--- config.mk ---
export PLATFORM = sky130hd
export DESIGN_NAME = smru_top
export DESIGN_NICKNAME = d
export VERILOG_FILES = /design/src/smru_pkg.sv /design/src/smru_sync.sv /design/src/smru_change_det.sv /design/src/smru_top.sv
export VERILOG_INCLUDE_DIRS = /design/src
export SDC_FILE = /design/constraint.sdc
export NUM_CORES = 1
export LEC_CHECK = 0
export BUFFER_PORTS_ARGS = -buffer_cell sky130_fd_sc_hd__buf_2
export CAP_MARGIN = 20
export CORE_UTILIZATION = 57
export DETAILED_ROUTE_END_ITERATION = 10
export GPL_TIMING_DRIVEN = 1
export HOLD_SLACK_MARGIN = 0.15
export PLACE_DENSITY = 0.92
export SLEW_MARGIN = 15
export SYNTH_ARGS = -nofsm -noshare
export SYNTH_HDL_FRONTEND = slang
export SYNTH_SLANG_ARGS = --single-unit
--- constraint.sdc ---
create_clock -name ref_clk -period 6.09 [get_ports ref_clk]
set_input_delay 0.609 -clock ref_clk [delete_from_list [all_inputs] [get_ports ref_clk]]
set_output_delay 0.609 -clock ref_clk [all_outputs]
set_load 0.005 [all_outputs]
--- src/smru_defs.svh ---
`ifndef SMRU_DEFS_SVH
`define SMRU_DEFS_SVH
// ------------------------------------------------------------
// register indices; byte address is four times the index
// ------------------------------------------------------------
`define SMRU_IDX_ROUTE 12'hF0A
`define SMRU_IDX_CTRL 12'hF0B
`define SMRU_IDX_P2SEL 12'hF0C
`define SMRU_IDX_COMBO 12'hF0D
`define SMRU_IDX_P3SEL 12'hF0E
`define SMRU_ADDR_W 14
// ------------------------------------------------------------
// field positions and reset values
// ------------------------------------------------------------
`define SMRU_BIT_FLAG 7
`define SMRU_BIT_LEVEL 6
`define SMRU_BIT_DELAY 5
`define SMRU_BIT_DIV16 0
`define SMRU_BIT_ROUTE 4
`define SMRU_CTRL_RST 8'h20
`define SMRU_CTRL_WMASK 8'h7D
`define SMRU_STOP_OPCODE 8'h6F
`define SMRU_RESTART_VEC 16'h000C
`define SMRU_SRC_NONE 3'h0
`define SMRU_SRC_RSVD 3'h1
`define SMRU_SRC_P31 3'h2
`define SMRU_SRC_P32 3'h3
`define SMRU_SRC_P33 3'h4
`define SMRU_SRC_P27 3'h5
`define SMRU_SRC_P2NOR 3'h6
`define SMRU_SRC_P2AND 3'h7
`define SMRU_LATCH_RD 2'h1
`define SMRU_LATCH_WR 2'h2
// ------------------------------------------------------------
// timing
// ------------------------------------------------------------
`define SMRU_CLK_NS 100
`define SMRU_DELAY_NS 1600
`define SMRU_DELAY_CYC (`SMRU_DELAY_NS / `SMRU_CLK_NS)
`endif

--- src/smru_pkg.sv ---
package smru_pkg;
   typedef enum logic [1:0] {
      SMRU_RUN = 2'b00,
      SMRU_STOP = 2'b01,
      SMRU_WAKE_DLY = 2'b10,
      SMRU_WAKE_RST = 2'b11
   } smru_state_t;
   typedef struct packed {
      logic [7:0] p2_pins;
      logic [3:0] p3_pins;
      logic [7:0] p2_is_out;
      logic [3:0] p3_is_out;
   } smru_port_t;
endpackage : smru_pkg

--- src/smru_sync.sv ---
`timescale 1ns/10ps
`default_nettype none
module smru_sync #(
   parameter int W = 12
) (
   input wire logic ref_clk, // clock
   input wire logic sys_rst, // async reset
   input wire logic [W-1:0] d, // raw pins
   output logic [W-1:0] q // synchronised
);
   logic [W-1:0] s1_reg;
   always_ff @(posedge ref_clk or posedge sys_rst) begin
      if (sys_rst) begin
         s1_reg <= '0;
         q <= '0;
      end else begin
         s1_reg <= d;
         q <= s1_reg;
      end
   end
endmodule : smru_sync
`default_nettype wire

--- src/smru_change_det.sv ---
`timescale 1ns/10ps
`default_nettype none
// pin-change source: reference follows port reads or writes
module smru_change_det #(
   parameter int W = 8
) (
   input wire logic ref_clk, // clock
   input wire logic sys_rst, // async reset
   input wire logic [W-1:0] pins, // pin levels, unsynchronised
   input wire logic [W-1:0] enable, // per-pin select
   input wire logic [W-1:0] is_out, // pin is an output
   input wire logic latch_rd, // port read pulse
   input wire logic latch_wr, // port write pulse
   input wire logic [W-1:0] wr_data, // port write value
   input wire logic [W-1:0] rd_data, // port value seen by read
   input wire logic use_ref, // latched reference valid
   output logic hit // combinational event
);
   logic [W-1:0] ref_reg;
   always_ff @(posedge ref_clk or posedge sys_rst) begin
      if (sys_rst) ref_reg <= '0;
      else if (latch_wr) ref_reg <= wr_data;
      else if (latch_rd) ref_reg <= rd_data;
   end
   // default behaviour: pin wakes on a zero; pins straight, no clock
   assign hit = |(enable & ~is_out &
      (use_ref ? (pins ^ ref_reg) : ~pins));
endmodule : smru_change_det
`default_nettype wire

--- src/smru_top.sv ---
// How it works
// - stop opcode halts core clock and oscillator
// - leave stop only by reset, vector 000Ch
// - recovery reset keeps bits except divide-by-16, sets stop flag
// - delay bit zero skips power-on timer
// - route bit sends events to irq, port bit
// - event is OR of all sources
// - source field picks mode, compared with level
// - source codes 000 and 001 give nothing
// - main source ignores outputs, change-selected pins
// - port two change pins against reference
// - port three change pins against reference
// - combo register picks one of seven combinations
// - main source single port three pin, port two bit 7, or port two NOR/AND combos
// - status shows latch valid and read/write
// - stop flag read-only, shows last start kind
// - level bit zero low, one high
// - source field survives recovery reset
// - divide-by-16 cleared by both resets
//
// The implementer's own choice: the APB interface to the registers.
`timescale 1ns/10ps
`default_nettype none
`include "smru_defs.svh"
module smru_top
   import smru_pkg::*;
#(
   parameter int DELAY_CYC = `SMRU_DELAY_CYC
) (
   input wire logic ref_clk, // 10 MHz clock
   input wire logic sys_rst, // power-on reset, async high
   input wire logic psel, // apb select
   input wire logic penable, // apb enable
   input wire logic pwrite, // apb direction
   input wire logic [`SMRU_ADDR_W-1:0] paddr, // apb byte address
   input wire logic [31:0] pwdata, // apb write data
   output logic [31:0] prdata, // apb read data
   output logic pready, // apb ready
   output logic pslverr, // apb error
   input wire logic [7:0] cpu_opcode, // opcode executing
   input wire logic cpu_op_valid, // opcode strobe
   input wire logic wdt_timeout, // watchdog timeout pulse
   input wire smru_port_t port_in, // pins and directions
   input wire logic p2_rd, // port 2 read pulse
   input wire logic p2_wr, // port 2 write pulse
   input wire logic p3_rd, // port 3 read pulse
   input wire logic p3_wr, // port 3 write pulse
   input wire logic [7:0] port_wdata, // port write value
   output logic clk_run, // core clock enable
   output logic osc_run, // oscillator enable
   output logic cpu_rst, // reset to core
   output logic [15:0] restart_addr, // restart vector
   output logic div16_en, // prescaler select
   output logic irq_one, // interrupt line one request
   output logic p3_bit3 // port three bit3, low on event
);
   // ------------------------------------------------------------
   // state
   // ------------------------------------------------------------
   typedef struct packed {
      smru_state_t st;
      logic [7:0] ctrl;
      logic [7:0] p2sel;
      logic [7:0] combo;
      logic [3:0] p3sel;
      logic route;
      logic [1:0] latch;
      logic [15:0] cnt;
      logic [31:0] prdata;
      logic pready;
      logic pslverr;
      logic clk_run;
      logic cpu_rst;
      logic irq;
      logic p3b3;
   } smru_regs_t;
   smru_regs_t s_reg, s_next;
   smru_port_t pin_sync;
   logic wake, wake_ctrl, wake_combo, hit2, hit3;
   logic [7:0] p2, m2;
   logic [3:0] p3, m3;
   logic lvl;
   logic [11:0] idx;
   logic [2:0] src;
   logic use_ref;
   // async detection path from raw pins so wake works clockless
   assign p2 = port_in.p2_pins;
   assign p3 = port_in.p3_pins;
   // ignored pins can never match the level, so they never wake
   assign m2 = port_in.p2_is_out | s_reg.p2sel;
   assign m3 = port_in.p3_is_out | s_reg.p3sel;
   assign lvl = s_reg.ctrl[`SMRU_BIT_LEVEL];
   assign idx = paddr[`SMRU_ADDR_W-1:2];
   assign src = s_reg.ctrl[4:2];
   assign use_ref = (s_reg.latch != 2'h0);
   // ------------------------------------------------------------
   // sources
   // ------------------------------------------------------------
   smru_sync #(.W(24)) u_sync (
      .ref_clk(ref_clk),
      .sys_rst(sys_rst),
      .d(port_in),
      .q(pin_sync)
   );
   smru_change_det #(.W(8)) u_p2 (
      .ref_clk(ref_clk),
      .sys_rst(sys_rst),
      .pins(p2),
      .enable(s_reg.p2sel),
      .is_out(port_in.p2_is_out),
      .latch_rd(p2_rd),
      .latch_wr(p2_wr),
      .wr_data(port_wdata),
      .rd_data(pin_sync.p2_pins),
      .use_ref(use_ref),
      .hit(hit2)
   );
   smru_change_det #(.W(4)) u_p3 (
      .ref_clk(ref_clk),
      .sys_rst(sys_rst),
      .pins(p3),
      .enable(s_reg.p3sel),
      .is_out(port_in.p3_is_out),
      .latch_rd(p3_rd),
      .latch_wr(p3_wr),
      .wr_data(port_wdata[3:0]),
      .rd_data(pin_sync.p3_pins),
      .use_ref(use_ref),
      .hit(hit3)
   );
   always_comb begin
      logic lg;
      lg = 1'b0;
      case (src)
         `SMRU_SRC_P31: lg = m3[1] ? ~lvl : p3[1];
         `SMRU_SRC_P32: lg = m3[2] ? ~lvl : p3[2];
         `SMRU_SRC_P33: lg = m3[3] ? ~lvl : p3[3];
         `SMRU_SRC_P27: lg = m2[7] ? ~lvl : p2[7];
         `SMRU_SRC_P2NOR: lg = ~|(p2 & ~m2);
         `SMRU_SRC_P2AND: lg = &(p2 | m2);
         default: lg = 1'b0;
      endcase
      // 000 and 001 select nothing
      wake_ctrl = (src != `SMRU_SRC_NONE) && (src != `SMRU_SRC_RSVD)
         && (lg == s_reg.ctrl[`SMRU_BIT_LEVEL]);
   end
   // combo register: [2:0] mode (0 = off), bit 6 active level
   always_comb begin
      logic cl;
      cl = 1'b0;
      case (s_reg.combo[2:0])
         3'h1: cl = p3[1] & p3[2];
         3'h2: cl = p3[1] | p3[2];
         3'h3: cl = p3[3] ^ p2[0];
         3'h4: cl = &p2[3:0];
         3'h5: cl = |p2[7:4];
         3'h6: cl = p3[1] & ~p3[3];
         3'h7: cl = ^p2;
         default: cl = 1'b0;
      endcase
      wake_combo = (s_reg.combo[2:0] != 3'h0) && (cl == s_reg.combo[6]);
   end
   assign wake = wake_ctrl | wake_combo | hit2 | hit3;
   // ------------------------------------------------------------
   // next state
   // ------------------------------------------------------------
   always_comb begin
      logic wr, rd;
      s_next = s_reg;
      wr = psel & penable & pwrite;
      rd = psel & ~penable & ~pwrite;
      s_next.pready = psel & ~penable;
      s_next.pslverr = 1'b0;
      s_next.cpu_rst = 1'b0;
      if (psel & ~penable) begin
         s_next.pslverr = (paddr[1:0] != 2'h0) ||
            !(idx inside {`SMRU_IDX_ROUTE, `SMRU_IDX_CTRL,
            `SMRU_IDX_P2SEL, `SMRU_IDX_COMBO, `SMRU_IDX_P3SEL});
      end
      if (rd) begin
         case (idx)
            `SMRU_IDX_ROUTE: s_next.prdata = {24'h0, 3'h0, s_reg.route,
               2'h0, s_reg.latch};
            `SMRU_IDX_CTRL: s_next.prdata = {24'h0, s_reg.ctrl};
            `SMRU_IDX_P2SEL: s_next.prdata = {24'h0, s_reg.p2sel};
            `SMRU_IDX_COMBO: s_next.prdata = {24'h0, s_reg.combo};
            `SMRU_IDX_P3SEL: s_next.prdata = {28'h0, s_reg.p3sel};
            default: s_next.prdata = 32'h0;
         endcase
      end
      // misaligned reads return zero
      if (rd && paddr[1:0] != 2'h0) s_next.prdata = 32'h0;
      if (wr && s_reg.pready && !s_reg.pslverr) begin
         case (idx)
            `SMRU_IDX_ROUTE: begin
               s_next.route = pwdata[`SMRU_BIT_ROUTE];
               s_next.latch = pwdata[1:0];
            end
            `SMRU_IDX_CTRL: s_next.ctrl = (s_reg.ctrl & ~`SMRU_CTRL_WMASK)
               | (pwdata[7:0] & `SMRU_CTRL_WMASK);
            `SMRU_IDX_P2SEL: s_next.p2sel = pwdata[7:0];
            `SMRU_IDX_COMBO: s_next.combo = pwdata[7:0];
            `SMRU_IDX_P3SEL: s_next.p3sel = pwdata[3:0];
            default: ;
         endcase
      end
      // a port access arms the reference and records its kind
      if (p2_wr | p3_wr) s_next.latch = `SMRU_LATCH_WR;
      else if (p2_rd | p3_rd) s_next.latch = `SMRU_LATCH_RD;
      s_next.irq = s_reg.route & wake;
      s_next.p3b3 = ~(s_reg.route & wake);
      case (s_reg.st)
         SMRU_RUN: begin
            if (cpu_op_valid && cpu_opcode == `SMRU_STOP_OPCODE) begin
               s_next.st = SMRU_STOP;
               s_next.clk_run = 1'b0;
            end
         end
         SMRU_STOP: begin
            if (wdt_timeout) begin
               s_next.st = SMRU_WAKE_RST;
               // watchdog is a full reset of the register set
               s_next.ctrl = `SMRU_CTRL_RST;
               s_next.p2sel = 8'h0;
               s_next.p3sel = 4'h0;
               s_next.combo = 8'h0;
               s_next.route = 1'b0;
               s_next.latch = 2'h0;
            end else if (wake) begin
               s_next.ctrl[`SMRU_BIT_FLAG] = 1'b1;
               s_next.ctrl[`SMRU_BIT_DIV16] = 1'b0;
               s_next.cnt = 16'h0;
               // src field kept as it stands
               s_next.st = s_reg.ctrl[`SMRU_BIT_DELAY] ?
                  SMRU_WAKE_DLY : SMRU_WAKE_RST;
            end
         end
         SMRU_WAKE_DLY: begin
            s_next.cnt = s_reg.cnt + 16'h1;
            if (s_reg.cnt >= 16'(DELAY_CYC - 1)) s_next.st = SMRU_WAKE_RST;
         end
         SMRU_WAKE_RST: begin
            s_next.cpu_rst = 1'b1;
            s_next.clk_run = 1'b1;
            s_next.st = SMRU_RUN;
         end
         default: s_next.st = SMRU_RUN;
      endcase
   end
   always_ff @(posedge ref_clk or posedge sys_rst) begin
      if (sys_rst) begin
         s_reg <= '0;
         s_reg.ctrl <= `SMRU_CTRL_RST;
         s_reg.clk_run <= 1'b1;
         s_reg.p3b3 <= 1'b1;
      end else begin
         s_reg <= s_next;
      end
   end
   // ------------------------------------------------------------
   // outputs
   // ------------------------------------------------------------
   assign prdata = s_reg.prdata;
   assign pready = s_reg.pready;
   assign pslverr = s_reg.pslverr;
   assign clk_run = s_reg.clk_run;
   assign osc_run = s_reg.clk_run;
   assign cpu_rst = s_reg.cpu_rst;
   assign restart_addr = `SMRU_RESTART_VEC;
   assign div16_en = s_reg.ctrl[`SMRU_BIT_DIV16];
   assign irq_one = s_reg.irq;
   assign p3_bit3 = s_reg.p3b3;
   // ------------------------------------------------------------
   // checks
   // ------------------------------------------------------------
   a_stop_halts: assert property (@(posedge ref_clk) disable iff (sys_rst)
      s_reg.st == SMRU_RUN && cpu_op_valid && cpu_opcode == `SMRU_STOP_OPCODE
      |=> !clk_run && !osc_run) else $error("stop did not halt");
   a_flag_set: assert property (@(posedge ref_clk) disable iff (sys_rst)
      s_reg.st == SMRU_STOP && wake && !wdt_timeout
      |=> s_reg.ctrl[7]) else $error("flag not set");
   a_fast_wake: assert property (@(posedge ref_clk) disable iff (sys_rst)
      s_reg.st == SMRU_STOP && wake && !wdt_timeout && !s_reg.ctrl[5]
      |=> ##1 cpu_rst) else $error("fast wake slow");
   a_route_irq: assert property (@(posedge ref_clk) disable iff (sys_rst)
      s_reg.route && wake |=> irq_one && !p3_bit3)
      else $error("route missing");
   a_src_none: assert property (@(posedge ref_clk) disable iff (sys_rst)
      src inside {3'h0, 3'h1} |-> !wake_ctrl)
      else $error("reserved source fired");
   a_flag_ro: assert property (@(posedge ref_clk) disable iff (sys_rst)
      s_reg.st == SMRU_RUN ##1 s_reg.st == SMRU_RUN
      |-> $stable(s_reg.ctrl[7])) else $error("flag written");
   a_src_kept: assert property (@(posedge ref_clk) disable iff (sys_rst)
      s_reg.st == SMRU_STOP && wake && !wdt_timeout
      |=> $stable(s_reg.ctrl[4:2])) else $error("source lost");
   a_div_clear: assert property (@(posedge ref_clk) disable iff (sys_rst)
      s_reg.st == SMRU_STOP && wake |=> !div16_en)
      else $error("prescaler kept");
endmodule : smru_top
`default_nettype wire

==> flow_summary.yaml, run 1 <==
pwr:
  p_switching_uw: 420
  power.internal_mw: 1.05
  ir_drop_mv: 0.124
  p_per_area_nw_per_um2: 252
  comb_power_share_pct: 16.8
  clockPowerShare_pct: 31.4
  sequentialPowerShare_pct: 51.8
  p_leak_nw: 2.64
  swShare_pct: 28.6
detailed_routing:
  drt_iter0_drc: 264
  ant_nets: 0
  drc: 0
  wl_met2_mm: 6.21
  wl_per_cell_um: 17.4
  met1_length_mm: 5.26
  top_layer_used: "met4"
  vias_per_cell: 5.91
  wl_mm: 12.7
  vias: 4301
  dr.pass1.iters: 5
  wl_met3_um: 748
floorplanning:
  placementRows: 34
  coreArea_sq_um: 8890
  die_y_um: 98.7
  start_util_pct: 60.0
  io_pins: 153
  die_area_sq_um: 9750
  die_w_um: 98.7
timing:
  fin_crit_sh_pct: 47.0
  worst_pin_slew_ns: 1.05
  maxSlewViolCount: 0
  max_freq_ghz: 0.350
  setup_viol: 0
  hold_violations: 0
  finalCriticalPeriod_ns: 2.86
  rsz0062_at_grt: "no"
  maxSlewHeadroom_pct: 30.3
  tns_ns: 0
  clock_skew_ns: 0.00883
clocking:
  clkTransAtPathRegs_ns: 0.09
  insertion_delay_ns: 0.36
  cts.sinks: 98
  htree_levels: 3
  cts_tree: "built"
  numCtsBuffers: 9
  clk_path_buf_depth: 2
  postCtsHoldBufs: 0
  clockRootBuffer: "clkbuf_8"
  post_cts_buffers: 0
  cts_resized: 0
setup_path:
  path_cells: "o21bai_1 -> xnor2_1 -> o32ai_1 -> nor3_1 -> and4bb_4 -> a311oi_4 -> nor3_1"
  cp.required_ns: 6.30
  slowest_delay_ns: 0.71
  end_kind: "flop"
  start_kind: "flop"
  path_class: "reg2reg"
  cp_common_cell: "nor3_1"
  arrival_ns: 3.07
  slowest_stage: "dfrtp_1"
  path_max_fanout: 16
placement:
  dp.final_hpwl_mm: 9.39
  port_buffers: 88
  gp_congestion: 0.977
global_route:
  grt_pass1_vias: 4170
  grt_max_degree: 57
  antenna_found_initial: 0
  grt-ovfl-total: 0
  grt_use_total_pct: 27.3
  grt_pass1_wl_mm: 20.6
logic_synthesis:
  ys.flop_type: "dfrtp_1"
  synth_edf_count: 0
  ys_warn_count: 0
  synthCells: 541
  ys_ff_latch: 98
  ys_async_sr_fraction_pct: 100
  ys_seq_area_share_pct: 46.1
  ys_types: 61
  syn_area_per_cell_sq_um: 9.86
  synth_area_sq_um: 5330
min_path:
  hold_path.class: "in2async"
final_layout:
  diodes: 0
  areaGrowthSynthToFinish_pct: 9.34
  drive_above_1_share_pct: 19.2
  fin_util_pct: 65.6
  fillCellCount: 731
  final_nets: 717
  largest_reg_flops: 46
status:
  status: "completed"
job:
  maxCapViolCount: 0
layer usage:
| layer | up-vias | global-route usage (%) |
|---|---|---|
| met1 | 2091 | 37.0 |
| met5 | - | 0 |
| li1 | 1951 | - |
| met2 | 215 | 43.6 |
| met4 | 0 | 13.2 |
| met3 | 44 | 4.04 |
power by group through the flow:
stage	clock network, mW	logic (mW)	registers, mW
2_1_floorplan	0	0.199	0.748
3_3_place_gp	0	0.233	0.765
3_5_place_dp	0	0.245	0.770
4_1_cts	0.465	0.248	0.758
5_1_grt	0.494	0.277	0.768
6_report	0.461	0.247	0.760
cell usage after synthesis (3+ instances only):
master / count / area share (%)
nor3_1: 13 / 1.2
buf_4: 49 / 6.9
or3_1: 3 / 0.35
clkbuf_1: 10 / 0.70
o32ai_1: 5 / 0.82
nand3_1: 12 / 1.1
nor2b_1: 10 / 1.2
dfstp_2: 3 / 1.5
nor3b_1: 7 / 0.99
and4_1: 4 / 0.66
inv_1: 12 / 0.84
o21ai_0: 27 / 2.5
nand4_1: 4 / 0.47
nor2_1: 68 / 4.8
a31oi_1: 3 / 0.35
xnor2_1: 17 / 2.8
and3_1: 5 / 0.59
ha_1: 5 / 1.2
a211oi_1: 3 / 0.42
a21oi_1: 12 / 1.1
mux2i_1: 42 / 7.9
dfrtp_1: 95 / 45
a22o_1: 3 / 0.49
mux2_2: 4 / 0.84
nand2b_1: 14 / 1.6
a222oi_1: 3 / 0.56
nor4_1: 7 / 0.82
nand2_1: 37 / 2.6
o21bai_1: 11 / 1.5
a22oi_1: 3 / 0.42
and2_1: 3 / 0.35
buf_6: 3 / 0.63
xor2_1: 10 / 1.6
metrics by stage:
stage	total power, mW	worst slack, ns	area, sq um	hold slack, ns	std cells
global placement	0.998	2.98	5610	0.331	711
detailed placement	1.01	2.95	5610	0.336	711
finish	1.47	3.23	5830	0.328	728
floorplan	0.947	2.92	5480	0.331	579
CTS	1.47	3.29	5830	0.356	727
global route	1.54	3.15	5830	0.359	728
critical path: cells and delay by family (launching register included):
| kind | cells | cell delay (ns) |
|---|---|---|
| and+or+nand+nor | 3 | 0.57 |
| xor gates and xnor gates | 1 | 0.17 |
| AOI/OAI and AO/OA | 3 | 1.25 |
| DFF | 1 | 0.71 |
area by class of cell:
type	instances	area [sq um]	share of cell area, %
clock buffer	11	141	2.42
clock inverter	5	77.6	1.33
multi-input combinational	404	2520	43.2
tap	108	135	2.32
inverter	12	46.3	0.794
timing repair buffer	90	453	7.77
sequential	98	2460	42.1
cell usage in the layout (no fill, tap or decap), types with 12 or more instances in the layout:
| cell | Yosys | final |
|---|---|---|
| nand3_1 | 12 | 12 |
| nor2_1 | 68 | 68 |
| xnor2_1 | 17 | 17 |
| nor3_1 | 13 | 13 |
| buf_2 | 2 | 88 |
| conb_1 | 2 | 40 |
| o21ai_0 | 27 | 27 |
| nand2b_1 | 14 | 14 |
| nand2_1 | 37 | 37 |
| mux2i_1 | 42 | 42 |
| a21oi_1 | 12 | 12 |
| dfrtp_1 | 95 | 95 |
cell families (layout without fill, tap and decap cells):
family                   after synthesis  count (layout)  synth area share, %
XOR/XNOR                              27              27                 4.43
buffers and inverters                 77             118                 9.34
AND/OR/NAND/NOR                      201             201                 19.1
adder cells (fa/ha/maj)                5               5                 1.17
flip-flops                            98              98                 46.1
AO/OA/AOI/OAI                         85              85                 11.0
other                                  2              40                0.141
multiplexers                          46              46                 8.73
final timing paths:
check	from	slack (ns)	to	cells past startpoint
worst max-delay path	s_reg[55]	3.23	s_reg[46]	7
worst min-delay path	sys_rst	0.33	u_sync.q[13]	2
worst max register to register	s_reg[55]	3.23	s_reg[46]	7
worst min register to register	u_sync.s1_reg[21]	0.35	u_sync.q[21]	0
max in group asynchronous	sys_rst	4.59	s_reg[79]	3
min in group ref_clk	u_sync.s1_reg[21]	0.35	u_sync.q[21]	0
Power figures use the tool's default switching activity.
==> run 2: changes to the inputs <==
--- a/config.mk
+++ b/config.mk
@@ -8,11 +8,11 @@
 export LEC_CHECK = 0
 export BUFFER_PORTS_ARGS = -buffer_cell sky130_fd_sc_hd__buf_2
 export CAP_MARGIN = 20
-export CORE_UTILIZATION = 57
+export CORE_UTILIZATION = 53
 export DETAILED_ROUTE_END_ITERATION = 10
 export GPL_TIMING_DRIVEN = 1
 export HOLD_SLACK_MARGIN = 0.15
-export PLACE_DENSITY = 0.92
+export PLACE_DENSITY = 0.87
 export SLEW_MARGIN = 15
 export SYNTH_ARGS = -nofsm -noshare
 export SYNTH_HDL_FRONTEND = slang
==> constraint.sdc (replaced) <==
create_clock -name ref_clk -period 2.9 [get_ports ref_clk]
set_input_delay 0.29 -clock ref_clk [delete_from_list [all_inputs] [get_ports ref_clk]]
set_output_delay 0.29 -clock ref_clk [all_outputs]
set_load 0.005 [all_outputs]
==> run 2 against run 1 <==
Compared with the run above:
- sequential power grew 110%
- clock skew down 0.00074 ns
- via count hardly changed
- sequential share of layout area decreased by 1.5 points
- die area is 7.4% higher
- design area up 3.8%
- worst setup slack got worse by 3.0 ns
- final cell count is 6.3% higher
- clock power up 77%
- power grew 100%
- wire length increased by 0.11%
- non-clock buffer count rose by 22
==> flow_summary.yaml, run 2 (synthesis gave the netlist of run 1 again) <==
status:
  status: "completed"
setup_path:
  path_class: "in2reg"
  r2r.worst_path.cells: 8
  reg2reg_to: "s_reg[46]"
  cp.required_ns: 3.16
  cp_common_cell: "xnor2_1"
  path_cells: "dlygate4sd3_1 -> buf_2 -> inv_1 -> ha_1 -> xnor2_1 -> xnor2_1 -> a31oi_1 -> mux2i_1 -> and4bb_4 -> a311oi_4 -> buf_6 -> nor3_1"
  reg2reg_slack_ns: 0.38
  arrival_ns: 2.97
  start_kind: "input port"
  slowest_delay_ns: 0.53
  slowest_stage: "dlygate4sd3_1"
  path_max_fanout: 16
  end_kind: "flop"
  r2r-start: "s_reg[55]"
final_layout:
  largest_reg_flops: 46
  drive_above_1_share_pct: 19.0
  diodes: 0
  final_area_sq_um: 6050
  areaGrowthSynthToFinish_pct: 13.5
  final_cell_mix: "95 x dfrtp_1, 88 x buf_2, 68 x nor2_1, 42 x mux2i_1, 40 x conb_1"
  final_nets: 739
  final_common_cell: "dfrtp_1"
clocking:
  numCtsBuffers: 9
  cts_tree: "built"
  clk_path_buf_depth: 2
  clkTransAtPathRegs_ns: 0.09
  htree_levels: 3
  post_cts_buffers: 0
  cts.sinks: 98
  insertion_delay_ns: 0.37
  clockRootBuffer: "clkbuf_8"
timing:
  tns_ns: 0
  clock_skew_ns: 0.00809
  finalCriticalPeriod_ns: 2.72
  max_freq_ghz: 0.368
  worst_slack_ns: 0.183
  worst_pin_slew_ns: 0.781
  maxSlewHeadroom_pct: 47.7
  hold_violations: 0
  rsz0062_at_grt: "no"
  maxSlewViolCount: 0
  setup_viol: 0
  fin_crit_sh_pct: 93.7
pwr:
  p_leak_nw: 2.72
  ir_drop_mv: 0.258
  p_per_area_nw_per_um2: 488
  power.total_mw: 2.95
floorplanning:
  placementRows: 36
  start_util_pct: 54.6
  coreArea_sq_um: 9770
  io_pins: 153
  die_area_sq_um: 10500
  die_y_um: 102
  die_w_um: 102
placement:
  dp.final_hpwl_mm: 9.53
  dpl_cell_area_sq_um: 5680
  pre_cts_slack_ns: 0.315
  port_buffers: 88
  gp_congestion: 0.899
min_path:
  hold_path_depth: 3
  hold_path.class: "in2reg"
  holdCritStartpoint: "port_wdata[1]"
  hold_end: "u_p3.ref_reg[1]"
detailed_routing:
  ant_nets: 0
  vias: 4297
  vias_per_cell: 5.55
  wl_mm: 12.7
  dr.pass1.iters: 5
  wl_per_cell_um: 16.4
  drc: 0
  drt_iter0_drc: 258
global_route:
  antenna_found_initial: 0
  grt_pass1_wl_mm: 20.7
  grt-ovfl-total: 0
  grt_pass1_vias: 4239
  grt_max_degree: 57
  grt_use_total_pct: 26.1
job:
  maxCapViolCount: 0
[run 2: through the flow]
stage | instances | hold slack, ns | util (%)
finish | 774 | 0.158 | 61.9
global route | 774 | 0.160 | 61.9
CTS | 774 | 0.152 | 61.9
detailed placement | 740 | 0.335 | 58.1
global placement | 740 | 0.332 | 58.1
floorplan | 579 | 0.321 | -
[run 2: how the worst max path moves through the flow]
stage	start	end	slack, ns
floorplan	sys_rst	cpu_rst	0.05
global placement	port_in[20]	s_reg[46]	0.36
detailed placement	port_in[20]	s_reg[46]	0.32
CTS	port_in[20]	s_reg[46]	0.16
global route	port_in[20]	s_reg[46]	0.03
finish	port_in[22]	s_reg[46]	0.18
[run 2: area by class of cell]
type | count | area [sq um]
fillers | 839 | 3720
multi-input cells | 404 | 2520
flip-flops and latches | 98 | 2460
repair buffers | 112 | 684
well taps | 133 | 166
clock buffers | 11 | 151
inverters | 12 | 46.3
clock inverters | 4 | 27.5
[run 2: critical path: cells and delay by family]
kind,cells,cell delay [ns]
buffers and inverters,4,0.96
multiplexers,1,0.26
XOR/XNOR,2,0.27
AO/OA/AOI/OAI,2,0.54
AND/OR/NAND/NOR,2,0.36
adder cells (fa/ha/maj),1,0.31
[run 2: power breakdown]
group	leakage, nW	total (mW)	internal [mW]	switching (mW)
sequential	1.24	1.59	1.47	0.120
combinational	1.40	0.541	0.243	0.298
clock	0.0834	0.818	0.352	0.466
total	2.72	2.95	2.07	0.884
[run 2: metal layers]
layer  global-route usage, %  routed length, um  share of wire (%)
met2                    43.1               6180                 49
met1                    34.8               5470                 43
met3                    3.83                765                6.0
met5                       0                  0                  0
met4                    10.1                283                2.2
[run 2: what timing repair did]
action                     CTS  global route
setup endpoints to repair    0             2
gates resized for setup      0             1
hold buffers                19             0
hold endpoints to repair    62             0
